### src/swic_pkg.sv
// package of the switch interface control block: types and constants
// assumes a single 20 MHz clock domain and no register bus
package swic_pkg;
    localparam int NUM_CH   = 8;
    localparam int NUM_GATE = 3;
    localparam int NUM_SINK = 3;
    localparam int RATIO_FULL = 100;
    localparam int RATIO_HALF = 50;

    typedef enum logic [2:0] {
        SWIC_SLEEP  = 3'b001,
        SWIC_ACTIVE = 3'b010,
        SWIC_LOWPWR = 3'b100
    } swic_mode_t;

    typedef enum logic [2:0] {
        SWIC_DIV_OFF  = 3'b001,
        SWIC_DIV_BATT = 3'b010,
        SWIC_DIV_CHAN = 3'b100
    } swic_div_t;

    // one command word as decoded from the serial port
    typedef struct packed {
        logic       channel_program_enable;
        logic [2:0] channel_select;
        logic       source_enable;
        logic       sink_select;
        logic       change_irq_enable;
        logic       direct_on;
        logic       slope_disable;
        logic       half_current;
        logic       divider_enable;
        logic       divider_source;
    } swic_cmd_t;

    // gate group of each channel, channel 0 first
    localparam logic [1:0] GATE_OF_CH [NUM_CH] = '{2'h0, 2'h1, 2'h2, 2'h2,
                                                   2'h1, 2'h1, 2'h0, 2'h0};
endpackage

### src/swic_top.sv
// switch interface control: channel gating, state change detection, divider steering
// assumes gate pins and comparator/analog flags arrive asynchronously
`timescale 1ns/1ns
`default_nettype none
module swic_top #(
    parameter int NUM_CH = 8
) (
    input  wire logic                REF_CLK_I,
    input  wire logic                RST_B_I,
    input  wire logic                CMD_VALID_I,
    input  wire swic_pkg::swic_cmd_t CMD_I,
    input  wire logic                SLEEP_REQ_I,
    input  wire logic                LOWPWR_REQ_I,
    input  wire logic [2:0]          GATE_INPUT_I,
    input  wire logic [7:0]          COMPARE_I,
    input  wire logic                OVER_TEMP_I,
    input  wire logic                REF_FAULT_I,
    input  wire logic                IRQ_CLEAR_I,
    output logic [7:0]               SOURCE_ON_O,
    output logic [2:0]               SINK_MODE_O,
    output logic [7:0]               COMPARE_ON_O,
    output logic                     SLOPE_DISABLE_O,
    output logic                     HALF_CURRENT_O,
    output logic                     REF_FALLBACK_O,
    output swic_pkg::swic_div_t      DIVIDER_SEL_O,
    output logic [2:0]               DIVIDER_CH_O,
    output logic [7:0]               CHANNEL_COMPARE_STATUS_O,
    output logic [7:0]               CHANGE_DETECTED_O,
    output swic_pkg::swic_mode_t     MODE_O,
    output logic                     IRQ_N_O,
    output logic                     IRQ_N_OE_O,
    output logic                     WAKE_O
);
    import swic_pkg::*;

    logic [2:0]        gate_s1, gate_s2, gate_q;
    logic [7:0]        cmp_s1, cmp_s2;
    logic [1:0]        ana_s1, ana_s2;
    logic [7:0]        source_enable, direct_on, change_irq_enable, direct_q;
    logic [2:0]        sink_select;
    logic [7:0]        prev_sample, sample_valid;
    logic [7:0]        next_source_on, fall_evt, change_evt, chan_gate;
    logic              gate_rise, thermal_evt;
    logic              ot_q;
    swic_mode_t        mode;

    // two-stage synchronisers, first stage read by nothing else
    always_ff @(posedge REF_CLK_I or negedge RST_B_I) begin
        if (!RST_B_I) begin
            gate_s1 <= 3'h0;
            gate_s2 <= 3'h0;
            cmp_s1  <= 8'h00;
            cmp_s2  <= 8'h00;
            ana_s1  <= 2'h0;
            ana_s2  <= 2'h0;
        end else begin
            gate_s1 <= GATE_INPUT_I;
            gate_s2 <= gate_s1;
            cmp_s1  <= COMPARE_I;
            cmp_s2  <= cmp_s1;
            ana_s1  <= {OVER_TEMP_I, REF_FAULT_I};
            ana_s2  <= ana_s1;
        end
    end

    // per-channel configuration
    always_ff @(posedge REF_CLK_I or negedge RST_B_I) begin
        if (!RST_B_I) begin
            source_enable     <= 8'h00;
            direct_on         <= 8'h00;
            change_irq_enable <= 8'h00;
            sink_select       <= 3'h0;
        end else if (CMD_VALID_I && CMD_I.channel_program_enable) begin
            source_enable[CMD_I.channel_select]     <= CMD_I.source_enable;
            direct_on[CMD_I.channel_select]         <= CMD_I.direct_on;
            change_irq_enable[CMD_I.channel_select] <= CMD_I.change_irq_enable;
            if (CMD_I.channel_select < 3'(NUM_SINK)) begin
                sink_select[CMD_I.channel_select[1:0]] <= CMD_I.sink_select;
            end
        end
    end

    // global configuration and divider steering
    always_ff @(posedge REF_CLK_I or negedge RST_B_I) begin
        if (!RST_B_I) begin
            SLOPE_DISABLE_O <= 1'b0;
            HALF_CURRENT_O  <= 1'b0;
            DIVIDER_SEL_O   <= SWIC_DIV_OFF;
            DIVIDER_CH_O    <= 3'h0;
        end else begin
            if (CMD_VALID_I) begin
                if (!CMD_I.channel_program_enable) begin
                    SLOPE_DISABLE_O <= CMD_I.slope_disable;
                end
                HALF_CURRENT_O <= CMD_I.half_current;
                DIVIDER_CH_O   <= CMD_I.channel_select;
                if (!CMD_I.divider_enable) begin
                    DIVIDER_SEL_O <= SWIC_DIV_OFF;
                end else if (CMD_I.divider_source) begin
                    DIVIDER_SEL_O <= SWIC_DIV_CHAN;
                end else begin
                    DIVIDER_SEL_O <= SWIC_DIV_BATT;
                end
            end
            if (mode == SWIC_SLEEP) begin
                DIVIDER_SEL_O <= SWIC_DIV_OFF;
            end
        end
    end

    // source gating per channel
    genvar g;
    generate
        for (g = 0; g < NUM_CH; g++) begin : g_ch
            assign chan_gate[g] = gate_s2[GATE_OF_CH[g]];
            assign next_source_on[g] = source_enable[g] && (direct_on[g] || chan_gate[g])
                                       && !ana_s2[1] && (mode == SWIC_ACTIVE);
            // direct_on falling or gate falling ends the on-phase
            assign fall_evt[g] = source_enable[g] &&
                                 ((direct_q[g] && !direct_on[g]) ||
                                  (!direct_on[g] && gate_q[GATE_OF_CH[g]] && !chan_gate[g]));
            assign change_evt[g] = fall_evt[g] && sample_valid[g] &&
                                   (cmp_s2[g] != prev_sample[g]);
        end
    endgenerate

    assign gate_rise   = |(gate_s2 & ~gate_q);
    assign thermal_evt = ana_s2[1] && !ot_q;

    always_ff @(posedge REF_CLK_I or negedge RST_B_I) begin
        if (!RST_B_I) begin
            gate_q   <= 3'h0;
            direct_q <= 8'h00;
            ot_q     <= 1'b0;
        end else begin
            gate_q   <= gate_s2;
            direct_q <= direct_on;
            ot_q     <= ana_s2[1];
        end
    end

    // mode control; sleep and low-power requests come from the main controller
    always_ff @(posedge REF_CLK_I or negedge RST_B_I) begin
        if (!RST_B_I) begin
            mode <= SWIC_ACTIVE;
        end else begin
            unique case (mode)
                SWIC_SLEEP: begin
                    if (!SLEEP_REQ_I) mode <= SWIC_ACTIVE;
                end
                SWIC_ACTIVE: begin
                    if (SLEEP_REQ_I) begin
                        mode <= SWIC_SLEEP;
                    end else if (LOWPWR_REQ_I && ~|(source_enable & direct_on)
                                 && ~|(source_enable & chan_gate)) begin
                        mode <= SWIC_LOWPWR;
                    end
                end
                SWIC_LOWPWR: begin
                    if (SLEEP_REQ_I) begin
                        mode <= SWIC_SLEEP;
                    end else if (gate_rise || |change_evt || !LOWPWR_REQ_I) begin
                        mode <= SWIC_ACTIVE;
                    end
                end
                default: mode <= SWIC_ACTIVE;
            endcase
        end
    end

    // outputs to the analog side
    always_ff @(posedge REF_CLK_I or negedge RST_B_I) begin
        if (!RST_B_I) begin
            SOURCE_ON_O    <= 8'h00;
            COMPARE_ON_O   <= 8'h00;
            SINK_MODE_O    <= 3'h0;
            REF_FALLBACK_O <= 1'b0;
            MODE_O         <= SWIC_ACTIVE;
        end else begin
            SOURCE_ON_O    <= next_source_on;
            COMPARE_ON_O   <= next_source_on;
            SINK_MODE_O    <= sink_select;
            REF_FALLBACK_O <= ana_s2[0];
            MODE_O         <= mode;
        end
    end

    // state change detection; status mirrors the synchronised comparator
    always_ff @(posedge REF_CLK_I or negedge RST_B_I) begin
        if (!RST_B_I) begin
            prev_sample  <= 8'h00;
            sample_valid <= 8'h00;
            CHANNEL_COMPARE_STATUS_O <= 8'h00;
        end else begin
            CHANNEL_COMPARE_STATUS_O <= cmp_s2;
            for (int i = 0; i < NUM_CH; i++) begin
                if (!source_enable[i]) begin
                    sample_valid[i] <= 1'b0;
                end else if (fall_evt[i]) begin
                    prev_sample[i]  <= cmp_s2[i];
                    sample_valid[i] <= 1'b1;
                end
            end
        end
    end

    // sticky change and irq-drive flags: set wins over clear; wake is a one-cycle pulse
    always_ff @(posedge REF_CLK_I or negedge RST_B_I) begin
        if (!RST_B_I) begin
            CHANGE_DETECTED_O <= 8'h00;
            IRQ_N_O           <= 1'b1;
            IRQ_N_OE_O        <= 1'b0;
            WAKE_O            <= 1'b0;
        end else begin
            CHANGE_DETECTED_O <= (IRQ_CLEAR_I ? 8'h00 : CHANGE_DETECTED_O) | change_evt;
            if (|(change_evt & change_irq_enable) || thermal_evt) begin
                IRQ_N_OE_O <= 1'b1;
            end else if (IRQ_CLEAR_I) begin
                IRQ_N_OE_O <= 1'b0;
            end
            IRQ_N_O <= 1'b0;
            WAKE_O  <= (mode == SWIC_LOWPWR) && |change_evt;
        end
    end
endmodule // swic_top
`default_nettype wire

### config.mk
export PLATFORM = sky130hd
export DESIGN_NAME = swic_top
export DESIGN_NICKNAME = d
export VERILOG_FILES = /design/src/swic_pkg.sv /design/src/swic_top.sv
export SDC_FILE = /design/constraint.sdc
export NUM_CORES = 1
export LEC_CHECK = 0
export BUFFER_PORTS_ARGS = -buffer_cell sky130_fd_sc_hd__buf_2
export CAP_MARGIN = 10
export CORE_MARGIN = 1.5
export CORE_UTILIZATION = 49
export DETAILED_ROUTE_END_ITERATION = 10
export PLACE_DENSITY = 0.75
export SLEW_MARGIN = 20
export SYNTH_ARGS = -nofsm -noshare
export SYNTH_HDL_FRONTEND = slang
export SYNTH_SLANG_ARGS = --single-unit
### constraint.sdc
create_clock -name REF_CLK_I -period 1.42 [get_ports REF_CLK_I]
set_clock_uncertainty 0.1 [all_clocks]
set_input_delay 0.142 -clock REF_CLK_I [delete_from_list [all_inputs] [get_ports REF_CLK_I]]
set_output_delay 0.142 -clock REF_CLK_I [all_outputs]
set_load 0.02 [all_outputs]
==> flow_summary.yaml <==
floorplanning:
  start_util_pct: 51.12
  core-area_sq_um: 8848
  num_io_pins: 81
  die_y_um: 99.08
  rows: 34
  fp.dieW_um: 99.08
  dieArea_sq_um: 9816
logic_synthesis:
  ys_seq_area_share_pct: 69.82
  synth_edf_count: 0
  yosys.cell_types.count: 37
  ys.flop_type: "dfrtp_1"
  syn-num-nets: 366
  synth_area_sq_um: 4523
  yosysTopAreaCell: "dfrtp_1"
  async_reset_ff_share_pct: 100.0
  synth_top_area_share_pct: 67.50
  netlist_top_cells_area: "dfrtp_1 67%, mux2_2 6.5%, o21ai_0 3.8%"
  syn_area_per_cell_sq_um: 13.50
  synth.top_cells.by_count: "122 x dfrtp_1, 34 x o21ai_0, 27 x nand2_1, 26 x mux2_2, 21 x inv_1"
  synthCells: 335
  ys_ff_latch: 126
  yosysMostFrequentCell: "dfrtp_1"
  ys_warn_count: 0
worst_setup_path:
  critical_path.max_fanout: 4
  regToRegSetupSlack_ns: -0.16
  crit_path_end_kind: "flop"
  rr_endpoint: "WAKE_O$_DFF_PN0_"
  worstSetupStartpointType: "flop"
  slowest_stage: "dfrtp_1"
  regToRegStartpoint: "gate_q[2]$_DFF_PN0_"
  crit_chain: "nor2b_4, o2111ai_2, nand4_1, buf_4, o21a_1"
  cp.arrival_ns: 1.87
  rr_worst_depth: 5
  slowest_delay_ns: 0.38
  critPathRequiredTime_ns: 1.71
  crit_type: "flop to flop"
timing:
  whs_ns: 0.01926
  fmax_ghz: 0.6327
  setup_ws_ns: -0.1606
  min_period_ns: 1.581
  hold_viol_final: 0
  setup_viol: 4
  fin_crit_sh_pct: 111.3
  maxSlewViolCount: 0
  rsz0062_at_grt: "true"
place:
  gp_congestion: 0.8358
  place.detailed.hpwl_um: 7170
  place.port_buffers: 80
  post-place-ws_ns: -0.2126
routing:
  drc_errors: 0
  drt_iter0_markers: 163
  routedWlPerCell_um: 17.23
  vias: 3228
  post_drt_via_cell_ratio: 5.124
  first_pass_iters: 4
  ant_nets: 0
  routed_wl_um: 10860
finish:
  area_growth_pct: 45.28
  drive_gt1_share_pct: 41.76
  diodes: 0
  final_nets: 540
power_and_ir_drop:
  power_switching_share_pct: 27.69
  seqPwrFrac_pct: 41.2
  p_comb_share_pct: 18.0
  cellPowerDensity_nw_per_um2: 1746
  intPower_uw: 8297
  leakage_uw: 0.003142
  max-vdd-ir-drop_v: 0.001050
  p_clk_share_pct: 40.8
  p_sw_uw: 3178
clock_tree:
  clk_pin_slew_ns: 0.06
  cts_tree: "built"
  clock-root-buffer: "clkbuf_8"
  clockBufferDepth: 2
  cts_buffers: 17
  cts.sink_count: 126
  htreeDepth: 4
  clk_latency_ns: 0.51
grt:
  grt_first_pass_wirelength_um: 17510
  grt_max_degree: 35
  grt_antenna_before_repair: 0
  grt-ovfl-total: 0
  gr-usage-all-layers_pct: 23.86
  grt_pass1_vias: 3427
run_status:
  status: "finished with violations"
  violations: "negative setup slack"
min_path:
  hold_path.class: "input port to async pin"
flow_run:
  maxCapViolCount: 0
-- layout by cell type, fill, tap and decap left out, drive strengths merged, types with 5 or more instances in the layout --
master / Yosys / routed
buf: 9 / 130
bufinv: 0 / 5
clkbuf: 1 / 18
clkinv: 0 / 6
dfrtp: 122 / 122
dlygate4sd3: 0 / 35
inv: 21 / 22
mux2: 33 / 33
nand2: 27 / 27
nand3: 5 / 5
nor2: 19 / 19
nor2b: 11 / 11
o2111ai: 8 / 8
o21ai: 34 / 34
xor2: 8 / 8
-- worst max-delay path: cells and delay by family, from the launching register on --
family | cells | cell delay [ns]
compound gates | 2 | 0.40
flops | 1 | 0.38
simple gates | 2 | 0.38
buf+inv | 1 | 0.20
-- sequential cells by signal, indices dropped and copies added, names as in the netlist, 8 cells and up --
name / cells
prev_sample: 8
CHANNEL_COMPARE_STATUS_O: 8
CHANGE_DETECTED_O: 8
change_irq_enable: 8
cmp_s1: 8
cmp_s2: 8
direct_on: 8
sample_valid: 8
source_enable: 8
COMPARE_ON_O: 8
direct_q: 8
-- metrics by stage --
step | cell area (sq um) | std cells | total power [uW] | utilization (%) | TNS, ns
finish | 6571 | 630 | 11480 | 74.26 | -0.5375
global route | 6571 | 630 | 11910 | 74.26 | -1.127
CTS | 6451 | 627 | 11360 | 72.91 | -0.3539
detailed placement | 5375 | 557 | 6533 | 60.75 | -0.6771
global placement | 5375 | 557 | 6443 | 60.75 | -0.4971
floorplan | 4553 | 335 | 5678 | - | -0.0009497
-- cells by family after synthesis --
group / after synthesis / share of synthesized area, %
xor+xnor: 9 / 1.743
flops: 126 / 69.82
mux: 33 / 8.216
other cells: 1 / 0.08291
simple gates: 81 / 9.184
buf+inv: 31 / 3.319
compound gates: 54 / 7.635
-- what timing repair did --
item,4_1_cts,5_1_grt
hold buffers,35,2
buffers inserted,3,3
gates resized for setup,14,17
hold endpoints to repair,183,2
endpoints found under the setup margin,9,23
pin swaps,5,5
-- per-layer routing --
| metal | GRT usage, % | up-vias | wire, um |
|---|---|---|---|
| li1 | - | 1495 | - |
| met1 | 31.34 | 1626 | 4726 |
| met2 | 39.20 | 96 | 5562 |
| met3 | 6.099 | 11 | 458 |
| met4 | 7.909 | 0 | 108 |
| met5 | 0 | - | 0 |
-- power groups by stage --
| stage | sequential [uW] | combinational [uW] | clock (uW) |
|---|---|---|---|
| floorplan | 4840 | 837 | 0 |
| global placement | 4660 | 1780 | 0 |
| detailed placement | 4710 | 1820 | 0 |
| CTS | 4680 | 1970 | 4700 |
| global route | 4810 | 2220 | 4880 |
| finish | 4730 | 2060 | 4680 |
-- worst max-delay path by stage --
stage                    startpoint                endpoint  slack (ns)  cells past startpoint
2_1_floorplan   gate_q[1]$_DFF_PN0_     mode[1]$_DFFE_PN1P_     -0.0009                      5
3_3_place_gp    gate_q[2]$_DFF_PN0_     mode[1]$_DFFE_PN1P_       -0.17                      5
3_5_place_dp    gate_q[2]$_DFF_PN0_     mode[1]$_DFFE_PN1P_       -0.21                      5
4_1_cts         gate_q[0]$_DFF_PN0_     mode[2]$_DFFE_PN0P_       -0.12                      5
5_1_grt        gate_s2[0]$_DFF_PN0_  IRQ_N_OE_O$_DFFE_PN0P_       -0.22                      5
6_report        gate_q[2]$_DFF_PN0_        WAKE_O$_DFF_PN0_       -0.16                      5
-- area by class of cell --
type	instances	area, sq um
well taps	108	135.1
inverters	21	78.83
clock buffers	18	427.9
fillers	588	2277
clock inverters	14	215.2
multi-input cells	178	1378
flip-flops and latches	126	3161
repair buffers	165	1176
Power figures use the tool's default switching activity.
